==> src/include/pims_regs.svh <==
// Purpose: register offsets, field positions, reset values, timing counts
// Assumes: management register addresses are 5 bits wide
// Notes: definitions only
`ifndef PIMS_REGS_SVH
`define PIMS_REGS_SVH

`define PIMS_OFS_MASK 5'h18
`define PIMS_OFS_STAT 5'h19
`define PIMS_OFS_COND 5'h1a

`define PIMS_RST_MASK 16'h0000
`define PIMS_RST_STAT 16'h0000
`define PIMS_RST_FAULT 2'h0

`define PIMS_BIT_PIN_EN 0
`define PIMS_BIT_PEND 0
`define PIMS_BIT_SYNC_LOST 9
`define PIMS_EV_LSB 1
`define PIMS_EV_MSB 10
`define PIMS_BIT_STANDBY 15
`define PIMS_BIT_FAULT_MSB 14
`define PIMS_BIT_FAULT_LSB 13
`define PIMS_BIT_AN_DONE 12

`define PIMS_PREAMBLE_ONES 6'h20
`define PIMS_HDR_LAST 5'h0b
`define PIMS_DATA_LAST 5'h0f
`define PIMS_OP_RD 2'h2
`define PIMS_OP_WR 2'h1

`endif

==> src/include/pims_pkg.sv <==
// Purpose: shared types of the interrupt mask and status block
// Assumes: constants live in pims_regs.svh
// Notes: none
package pims_pkg;

  typedef enum logic [2:0] {
    PIMS_HUNT,
    PIMS_START,
    PIMS_HDR,
    PIMS_TA,
    PIMS_DATA
  } pims_frame_e;

  typedef struct packed {
    logic rd;
    logic wr;
    logic [4:0] addr;
    logic [15:0] wdata;
  } pims_req_s;

endpackage : pims_pkg

==> src/design/pims_mdio.sv <==
// Purpose: serial management frame engine for the status block
// Assumes: mdc and mdio come from pins and are sampled by the local clock
// Notes: reads request data at header end, drives turnaround and data
`timescale 1ns/100ps
`default_nettype none
`include "pims_regs.svh"

module pims_mdio
  import pims_pkg::*;
#(
  parameter logic [4:0] PHY_ADDR = 5'h01
) (
  input wire logic clk,             // local clock
  input wire logic srst,            // sync reset, high
  input wire logic mdc_raw,         // management clock pin
  input wire logic mdio_raw,        // management data pin in
  input wire logic suppress,        // preamble suppression active
  input wire logic [15:0] rdata,    // read data, valid after rd
  output var pims_req_s req,        // register request
  output logic mdio_out,            // data pin out
  output logic mdio_oe,             // data pin enable
  output logic sync_lost            // one-cycle loss of framing
);

  logic mdc_s1, mdc_s2, mdc_s3, mdio_s1, mdio_s2;
  logic rise, bit_in, synced, is_rd, own;
  logic [5:0] ones;
  logic [4:0] bitcnt;
  logic [15:0] sh;
  logic [11:0] hdr;
  pims_frame_e state;

  // ***************
  // pin synchronisers
  // ***************
  always_ff @(posedge clk) begin
    mdc_s1 <= mdc_raw;
    mdc_s2 <= mdc_s1;
    mdc_s3 <= mdc_s2;
    mdio_s1 <= mdio_raw;
    mdio_s2 <= mdio_s1;
  end

  assign rise = mdc_s2 & ~mdc_s3;
  assign bit_in = mdio_s2;
  assign hdr = {sh[10:0], bit_in};

  // ***************
  // frame sequencer
  // ***************
  always_ff @(posedge clk) begin
    if (srst) begin
      state <= PIMS_HUNT;
      ones <= 6'h00;
      bitcnt <= 5'h00;
      sh <= 16'h0000;
      synced <= 1'b0;
      is_rd <= 1'b0;
      own <= 1'b0;
      req <= '0;
      mdio_out <= 1'b1;
      mdio_oe <= 1'b0;
      sync_lost <= 1'b0;
    end else begin
      req.rd <= 1'b0;
      req.wr <= 1'b0;
      sync_lost <= 1'b0;
      if (rise) begin
        unique case (state)
          PIMS_HUNT: begin
            if (bit_in) begin
              if (ones != `PIMS_PREAMBLE_ONES) ones <= ones + 6'h01;
            end else begin
              ones <= 6'h00;
              // full preamble always resyncs, short one only with suppression active while in sync
              if (ones == `PIMS_PREAMBLE_ONES || (suppress && synced)) begin
                state <= PIMS_START;
                synced <= 1'b1;
              end
            end
          end
          PIMS_START: begin
            bitcnt <= 5'h00;
            if (bit_in) begin
              state <= PIMS_HDR;
            end else begin
              state <= PIMS_HUNT;
              sync_lost <= suppress;
              synced <= synced & ~suppress;
            end
          end
          PIMS_HDR: begin
            sh <= {sh[14:0], bit_in};
            bitcnt <= bitcnt + 5'h01;
            if (bitcnt == `PIMS_HDR_LAST) begin
              bitcnt <= 5'h00;
              if (hdr[11:10] != `PIMS_OP_RD && hdr[11:10] != `PIMS_OP_WR) begin
                state <= PIMS_HUNT;
                sync_lost <= suppress;
                synced <= synced & ~suppress;
              end else begin
                state <= PIMS_TA;
                is_rd <= (hdr[11:10] == `PIMS_OP_RD);
                own <= (hdr[9:5] == PHY_ADDR);
                req.addr <= hdr[4:0];
                req.rd <= (hdr[11:10] == `PIMS_OP_RD) && (hdr[9:5] == PHY_ADDR);
              end
            end
          end
          PIMS_TA: begin
            bitcnt <= bitcnt + 5'h01;
            if (bitcnt == 5'h00) begin
              sh <= rdata;
              mdio_oe <= is_rd & own;
              mdio_out <= 1'b0;
            end else begin
              state <= PIMS_DATA;
              bitcnt <= 5'h00;
              mdio_out <= sh[15];
              sh <= {sh[14:0], 1'b0};
            end
          end
          PIMS_DATA: begin
            bitcnt <= bitcnt + 5'h01;
            mdio_out <= sh[15];
            sh <= is_rd ? {sh[14:0], 1'b0} : {sh[14:0], bit_in};
            if (bitcnt == `PIMS_DATA_LAST) begin
              state <= PIMS_HUNT;
              ones <= 6'h00;
              mdio_oe <= 1'b0;
              mdio_out <= 1'b1;
              req.wr <= ~is_rd & own;
              req.wdata <= {sh[14:0], bit_in};
            end
          end
        endcase
      end
    end
  end
endmodule : pims_mdio
`default_nettype wire

==> src/design/pims_top.sv <==
// Purpose: interrupt mask, latched interrupt status and upper phy status
// Assumes: event, fault and control inputs come from logic on I_REF_CLK
// Notes: registers are reached through the serial management pins
`timescale 1ns/100ps
`default_nettype none
`include "pims_regs.svh"

//
// Contract
// Mask register has enables in bits 10..1, resets to zero, bits 15..11 reserved.
// Mask bit 0 enables the interrupt pin and resets to zero.
// The pin is low when the pending bit and pin enable are both one, else high. The code also drives it low while the force control is set.
// Status bits 9..1 latch on their events and hold until cleared.
// Status bit 10 latches when a cable test or phone detection completes.
// Status bit 0 latches when an enabled event occurs and resets to zero.
// With preamble suppression a lost framing sets bit 9 and a full preamble resyncs.
// The controller should answer a sync loss with one frame carrying a full preamble.
// Condition bit 15 reads one while in standby, zero otherwise.
// Clearing link allow enters standby; setting it leaves standby and starts negotiation.
// Condition bits 14..13 report the negotiation fault code, reset 00. The code shows fault code 11 as 00.
// Condition bit 12 reads one once negotiation has completed, reset zero. The code shows it only while link allow is set.
// With link allow clear the link is dropped and partner link pulses ignored.
// The force control asserts the interrupt pin while set.
// Reading the status register returns it and clears bits whose event is gone.
module pims_top
  import pims_pkg::*;
#(
  parameter logic [4:0] PHY_ADDR = 5'h01
) (
  input wire logic I_REF_CLK,           // 40 MHz block clock
  input wire logic I_SRST,              // sync reset, high
  input wire logic I_MDC,               // management clock pin
  input wire logic I_MDIO,              // management data pin in
  output logic O_MDIO,                  // management data pin out
  output logic O_MDIO_OE,               // management data pin enable
  input wire logic I_PREAMBLE_SUPPRESS, // preamble suppression control
  input wire logic I_LINK_ALLOW_CTL,    // link allow control
  input wire logic I_FORCE_IRQ,         // force interrupt control
  input wire logic [10:1] I_EVENTS,     // event sources, bit 9 or'd with sync loss
  input wire logic [1:0] I_AN_FAULT,    // negotiation fault code
  input wire logic I_AN_DONE,           // negotiation complete
  input wire logic I_LINK_PULSE,        // partner link pulse seen
  output logic O_LINK_PULSE_OK,         // link pulse accepted
  output logic O_LINK_PERMIT,           // link may stay up
  output logic O_AN_START,              // one-cycle start of negotiation
  output logic O_MGMT_IRQ_PIN_N         // interrupt pin, active low
);

  pims_req_s req;
  logic sync_lost, link_allow_q;
  logic [15:0] mask, stat, rdata;
  logic [10:1] ev_now;
  logic standby, an_done;
  logic [1:0] an_fault;
  logic stat_rd;

  // register access decode, shared by registers and checks
  function automatic logic is_reg_read(input pims_req_s r, input logic [4:0] ofs);
    return r.rd && r.addr == ofs;
  endfunction : is_reg_read

  function automatic logic is_reg_write(input pims_req_s r, input logic [4:0] ofs);
    return r.wr && r.addr == ofs;
  endfunction : is_reg_write

  assign stat_rd = is_reg_read(req, `PIMS_OFS_STAT);

  // ***************
  // serial management engine
  // ***************
  pims_mdio #(
    .PHY_ADDR(PHY_ADDR)
  ) u_mdio (
    .clk(I_REF_CLK),
    .srst(I_SRST),
    .mdc_raw(I_MDC),
    .mdio_raw(I_MDIO),
    .suppress(I_PREAMBLE_SUPPRESS),
    .rdata(rdata),
    .req(req),
    .mdio_out(O_MDIO),
    .mdio_oe(O_MDIO_OE),
    .sync_lost(sync_lost)
  );

  always_comb begin
    ev_now = I_EVENTS;
    ev_now[`PIMS_BIT_SYNC_LOST] = I_EVENTS[`PIMS_BIT_SYNC_LOST] | sync_lost;
  end

  // ***************
  // mask register
  // ***************
  always_ff @(posedge I_REF_CLK) begin
    if (I_SRST) begin
      mask <= `PIMS_RST_MASK;
    end else if (is_reg_write(req, `PIMS_OFS_MASK)) begin
      mask <= {5'h00, req.wdata[10:0]};
    end
  end

  // ***************
  // latched status, set wins over read clear
  // ***************
  always_ff @(posedge I_REF_CLK) begin
    if (I_SRST) begin
      stat <= `PIMS_RST_STAT;
    end else begin
      if (stat_rd) begin
        stat <= 16'h0000;
      end
      stat[`PIMS_EV_MSB:`PIMS_EV_LSB] <= ev_now |
        (stat_rd ? 10'h000 : stat[10:1]);
      stat[`PIMS_BIT_PEND] <= (|(ev_now & mask[10:1])) |
        (stat[`PIMS_BIT_PEND] & ~stat_rd);
    end
  end

  // ***************
  // condition report, standby and link
  // ***************
  always_ff @(posedge I_REF_CLK) begin
    if (I_SRST) begin
      standby <= 1'b0;
      an_fault <= `PIMS_RST_FAULT;
      an_done <= 1'b0;
      link_allow_q <= 1'b0;
      O_AN_START <= 1'b0;
      O_LINK_PERMIT <= 1'b0;
      O_LINK_PULSE_OK <= 1'b0;
    end else begin
      link_allow_q <= I_LINK_ALLOW_CTL;
      standby <= ~I_LINK_ALLOW_CTL;
      an_fault <= (I_AN_FAULT == 2'h3) ? `PIMS_RST_FAULT : I_AN_FAULT;
      an_done <= I_AN_DONE & I_LINK_ALLOW_CTL;
      O_AN_START <= I_LINK_ALLOW_CTL & ~link_allow_q;
      O_LINK_PERMIT <= I_LINK_ALLOW_CTL;
      O_LINK_PULSE_OK <= I_LINK_PULSE & I_LINK_ALLOW_CTL;
    end
  end

  // ***************
  // read data capture
  // ***************
  always_ff @(posedge I_REF_CLK) begin
    if (I_SRST) begin
      rdata <= 16'h0000;
    end else if (req.rd) begin
      unique case (req.addr)
        `PIMS_OFS_MASK: rdata <= mask;
        `PIMS_OFS_STAT: rdata <= stat;
        `PIMS_OFS_COND: rdata <= {standby, an_fault, an_done, 12'h000};
        default: rdata <= 16'h0000;
      endcase
    end
  end

  // ***************
  // interrupt pin
  // ***************
  always_ff @(posedge I_REF_CLK) begin
    if (I_SRST) begin
      O_MGMT_IRQ_PIN_N <= 1'b1;
    end else begin
      O_MGMT_IRQ_PIN_N <= ~((stat[`PIMS_BIT_PEND] & mask[`PIMS_BIT_PIN_EN]) |
        I_FORCE_IRQ);
    end
  end
endmodule : pims_top
`default_nettype wire

==> config.mk <==
export PLATFORM = sky130hd
export DESIGN_NAME = pims_top
export DESIGN_NICKNAME = d
export VERILOG_FILES = /design/src/include/pims_pkg.sv /design/src/design/pims_mdio.sv /design/src/design/pims_top.sv
export VERILOG_INCLUDE_DIRS = /design/src /design/src/include
export SDC_FILE = /design/constraint.sdc
export NUM_CORES = 1
export LEC_CHECK = 0
export ABC_AREA = 1
export ABC_CLOCK_PERIOD_IN_PS = 3000
export BUFFER_PORTS_ARGS = -buffer_cell sky130_fd_sc_hd__buf_2
export CAP_MARGIN = 40
export CORE_MARGIN = 3
export CORE_UTILIZATION = 35
export CTS_CLUSTER_SIZE = 30
export DETAILED_ROUTE_END_ITERATION = 6
export SLEW_MARGIN = 20
export SYNTH_ARGS = -nofsm -noshare
export SYNTH_HDL_FRONTEND = slang
export SYNTH_SLANG_ARGS = --single-unit
export TNS_END_PERCENT = 100
==> constraint.sdc <==
create_clock -name I_REF_CLK -period 3 [get_ports I_REF_CLK]
set_input_delay 0.3 -clock I_REF_CLK [delete_from_list [all_inputs] [get_ports I_REF_CLK]]
set_output_delay 0.3 -clock I_REF_CLK [all_outputs]
set_load 0.05 [all_outputs]
==> results.toml <==
[outcome]
outcome = "completed"

[power_and_ir_drop]
ir_worst_vdd_mv = 0.2517
power-per-cell-area_mw_per_mm2 = 536.0
p_leak_nw = 2.018

[placed_design]
dpl.hpwl_mm = 7.822
gp_congestion = 0.9690
dpl_cell_area_sq_mm = 0.004830
place.port_buffers = 26

[detailed_routing]
drcViolationCount = 0
drt_iter0_drc = 296
ant_nets = 0
viasPerCell = 4.858
wl_per_cell_um = 13.20
wirelength_mm = 11.06
first_pass_iters = 4
vias = 4071

[logic_synthesis]
dominantRegCellSynth = "dfxtp_1"
synth_area_leaders = "dfxtp_1 45%, nand2_1 12%, a21oi_1 8.1%, o21ai_0 6.5%, nor2_1 5.9%"
yosys_warnings = 0
synth_seq_cells = 104
synth.largest_area_cell = "dfxtp_1"
yosysSeqAreaShare_pct = 45.35
synth.most_common_cell = "nand2_1"
syn_nets = 676
synth_edf_count = 0
syn_inst = 649
yosysTopAreaCellShare_pct = 45.35
synth.distinct_cells = 30
synth_area_sq_mm = 0.004591
synth_area_per_cell_sq_um = 7.073
synthTopCellsByCount = "145 x nand2_1, 104 x dfxtp_1, 74 x a21oi_1"
async_reset_ff_share_pct = 0

[finish]
area_growth_pct = 12.21
fin_nets = 688
drive_above_1_share_pct = 9.309
post-route-util_pct = 40.49
final_area_sq_mm = 0.005151
fillCellCount = 1363
antennaDiodeCount = 0

[timing]
post-route-min-period_ps = 2361
slew-limit-headroom_pct = 43.73
finalSetupViolCount = 0
slew_violations = 0
hold_ws_ps = 48.07
timing.final.crit_share_pct = 78.70
rsz0062_at_grt = "no"
fmax_mhz = 423.6
setup-tns-final_ps = 0
worstMarginPinSlew_ps = 836.3
hold_viol = 0
fin_skew_ps = 6.898

[clock_network]
cts_tree = "done"
clk_pin_slew_ps = 70
clockRootBuffer = "clkbuf_16"
numCtsBuffers = 9
htree_levels = 3
cts.sinks = 104
cts_setup_buffers = 0
postCtsHoldBufs = 0
post_cts_resized = 0
clk_path_buf_depth = 2
clk-insertion-delay-late_ps = 350

[setup_path]
crit_fanout = 22
r2r_start = "u_mdio.req[20]"
start_kind = "flop"
worstSetupEndpointType = "flop"
path_class = "reg2reg"
r2r_slack_ps = 640
reg2reg_depth = 5
timing.rr.end = "mask[7]"
required_ps = 3210
cp.arrival_ps = 2570

[floorplanning]
start_util_pct = 36.08
die_width_um = 120.5
dieArea_sq_mm = 0.01453
num_rows = 41
coreArea_sq_mm = 0.01272
die_h_um = 120.5
ios = 27

[global_routing]
grt_pass1_wl_mm = 18.45
grt_usage_pct = 15.71
grt_start_max_net_pins = 57
grt_pass1_vias = 3833
antenna_found_initial = 0
grt_overflow = 0

[flow_run]
maxCapViolCount = 0

[worst_hold_path]
hold_path_depth = 1
hold_start = "I_MDC"
hp-class = "in2reg"
hold_path_end = "u_mdio.mdc_s1"
sequential cells by signal, indices dropped and copies added, names as in the netlist, 2 cells and up:
register / cells
u_mdio.req: 18
u_mdio.sh: 16
rdata: 15
mask: 11
stat: 11
u_mdio.ones: 6
u_mdio.bitcnt: 5
u_mdio.state: 3
an_fault: 2
worst max-delay path, stage by stage (launching register included):
cell and delay [ps]:
dfxtp_1 350, inv_1 80, nor2_1 630, nand3_1 660, o21ai_0 430, a21oi_1 70
logic make-up (layout without fill, tap and decap cells):
family | after synthesis | after routing | share of synthesized area (%)
and+or+nand+nor | 296 | 296 | 27.99
AOI/OAI and AO/OA | 139 | 139 | 15.45
DFF | 104 | 104 | 45.35
buffers and inverters | 102 | 119 | 9.185
adders and majority gates | 6 | 6 | 1.635
xor gates and xnor gates | 2 | 2 | 0.3816
per-stage QoR:
stage / worst slack, ps / power (mW) / instances
after floorplan: 1470 / 1.502 / 649
after global placement: 789.9 / 1.535 / 821
after detailed placement: 684.4 / 1.539 / 822
after CTS: 662.5 / 2.799 / 838
after global routing: 413.1 / 2.862 / 838
final: 639.1 / 2.761 / 838
routing by layer:
metal	routed length (um)	track usage, %	vias to the layer above
li1	-	-	2121
met4	309	5.949	0
met5	0	0	-
met2	4936	24.76	106
met3	582	4.069	24
met1	5232	20.69	1820
how the worst max path moves through the flow:
stage,start,to,slack (ps),depth (start not counted)
2_1_floorplan,u_mdio.bitcnt[0],u_mdio.ones[5],1470,11
3_3_place_gp,u_mdio.req[20],mask[6],790,5
3_5_place_dp,u_mdio.req[20],mask[7],680,5
4_1_cts,u_mdio.req[20],mask[7],660,5
5_1_grt,u_mdio.req[20],mask[10],410,5
6_report,u_mdio.req[20],mask[7],640,5
power by group:
part	internal [mW]	total [mW]	switching (mW)	leakage (nW)
clock network	0.749	1.25	0.504	0.158
logic	0.0322	0.0984	0.0662	1.02
registers	1.40	1.41	0.0105	0.844
layout make-up:
class                      count  area, sq um  share of cell area [%]
timing repair buffer          31        175.2                   3.401
clock buffer                  10        239.0                   4.639
inverter                      72        270.3                   5.247
multi-input combinational    443         2087                   40.51
sequential                   104         2082                   40.42
clock inverter                 6        82.58                   1.603
tap                          172        215.2                   4.178
layout by cell type, fill, tap and decap left out:
master | Yosys | routed
clkinv_2 | 0 | 3
nor3b_1 | 2 | 2
o21bai_1 | 1 | 1
nor4_2 | 1 | 1
bufinv_16 | 0 | 2
a31oi_1 | 1 | 1
buf_4 | 0 | 4
o221ai_1 | 1 | 1
clkbuf_16 | 0 | 9
o211ai_1 | 1 | 1
nand2_1 | 145 | 145
nand3b_1 | 2 | 2
xor2_1 | 2 | 2
o21ai_2 | 1 | 1
clkinvlp_4 | 0 | 1
inv_1 | 70 | 70
nand4_1 | 10 | 10
nand3_2 | 1 | 1
buf_8 | 0 | 1
clkbuf_8 | 0 | 1
nor2_2 | 3 | 3
nor4_1 | 2 | 2
a21oi_1 | 74 | 74
nor2_4 | 4 | 4
nand2_4 | 1 | 1
nor3_1 | 11 | 11
nor2_1 | 72 | 72
inv_2 | 2 | 2
nand2_2 | 2 | 2
ha_1 | 6 | 6
buf_2 | 7 | 26
nand3_1 | 40 | 40
dfxtp_1 | 104 | 104
o21ai_0 | 60 | 60
(Power assumes the default switching activity.)
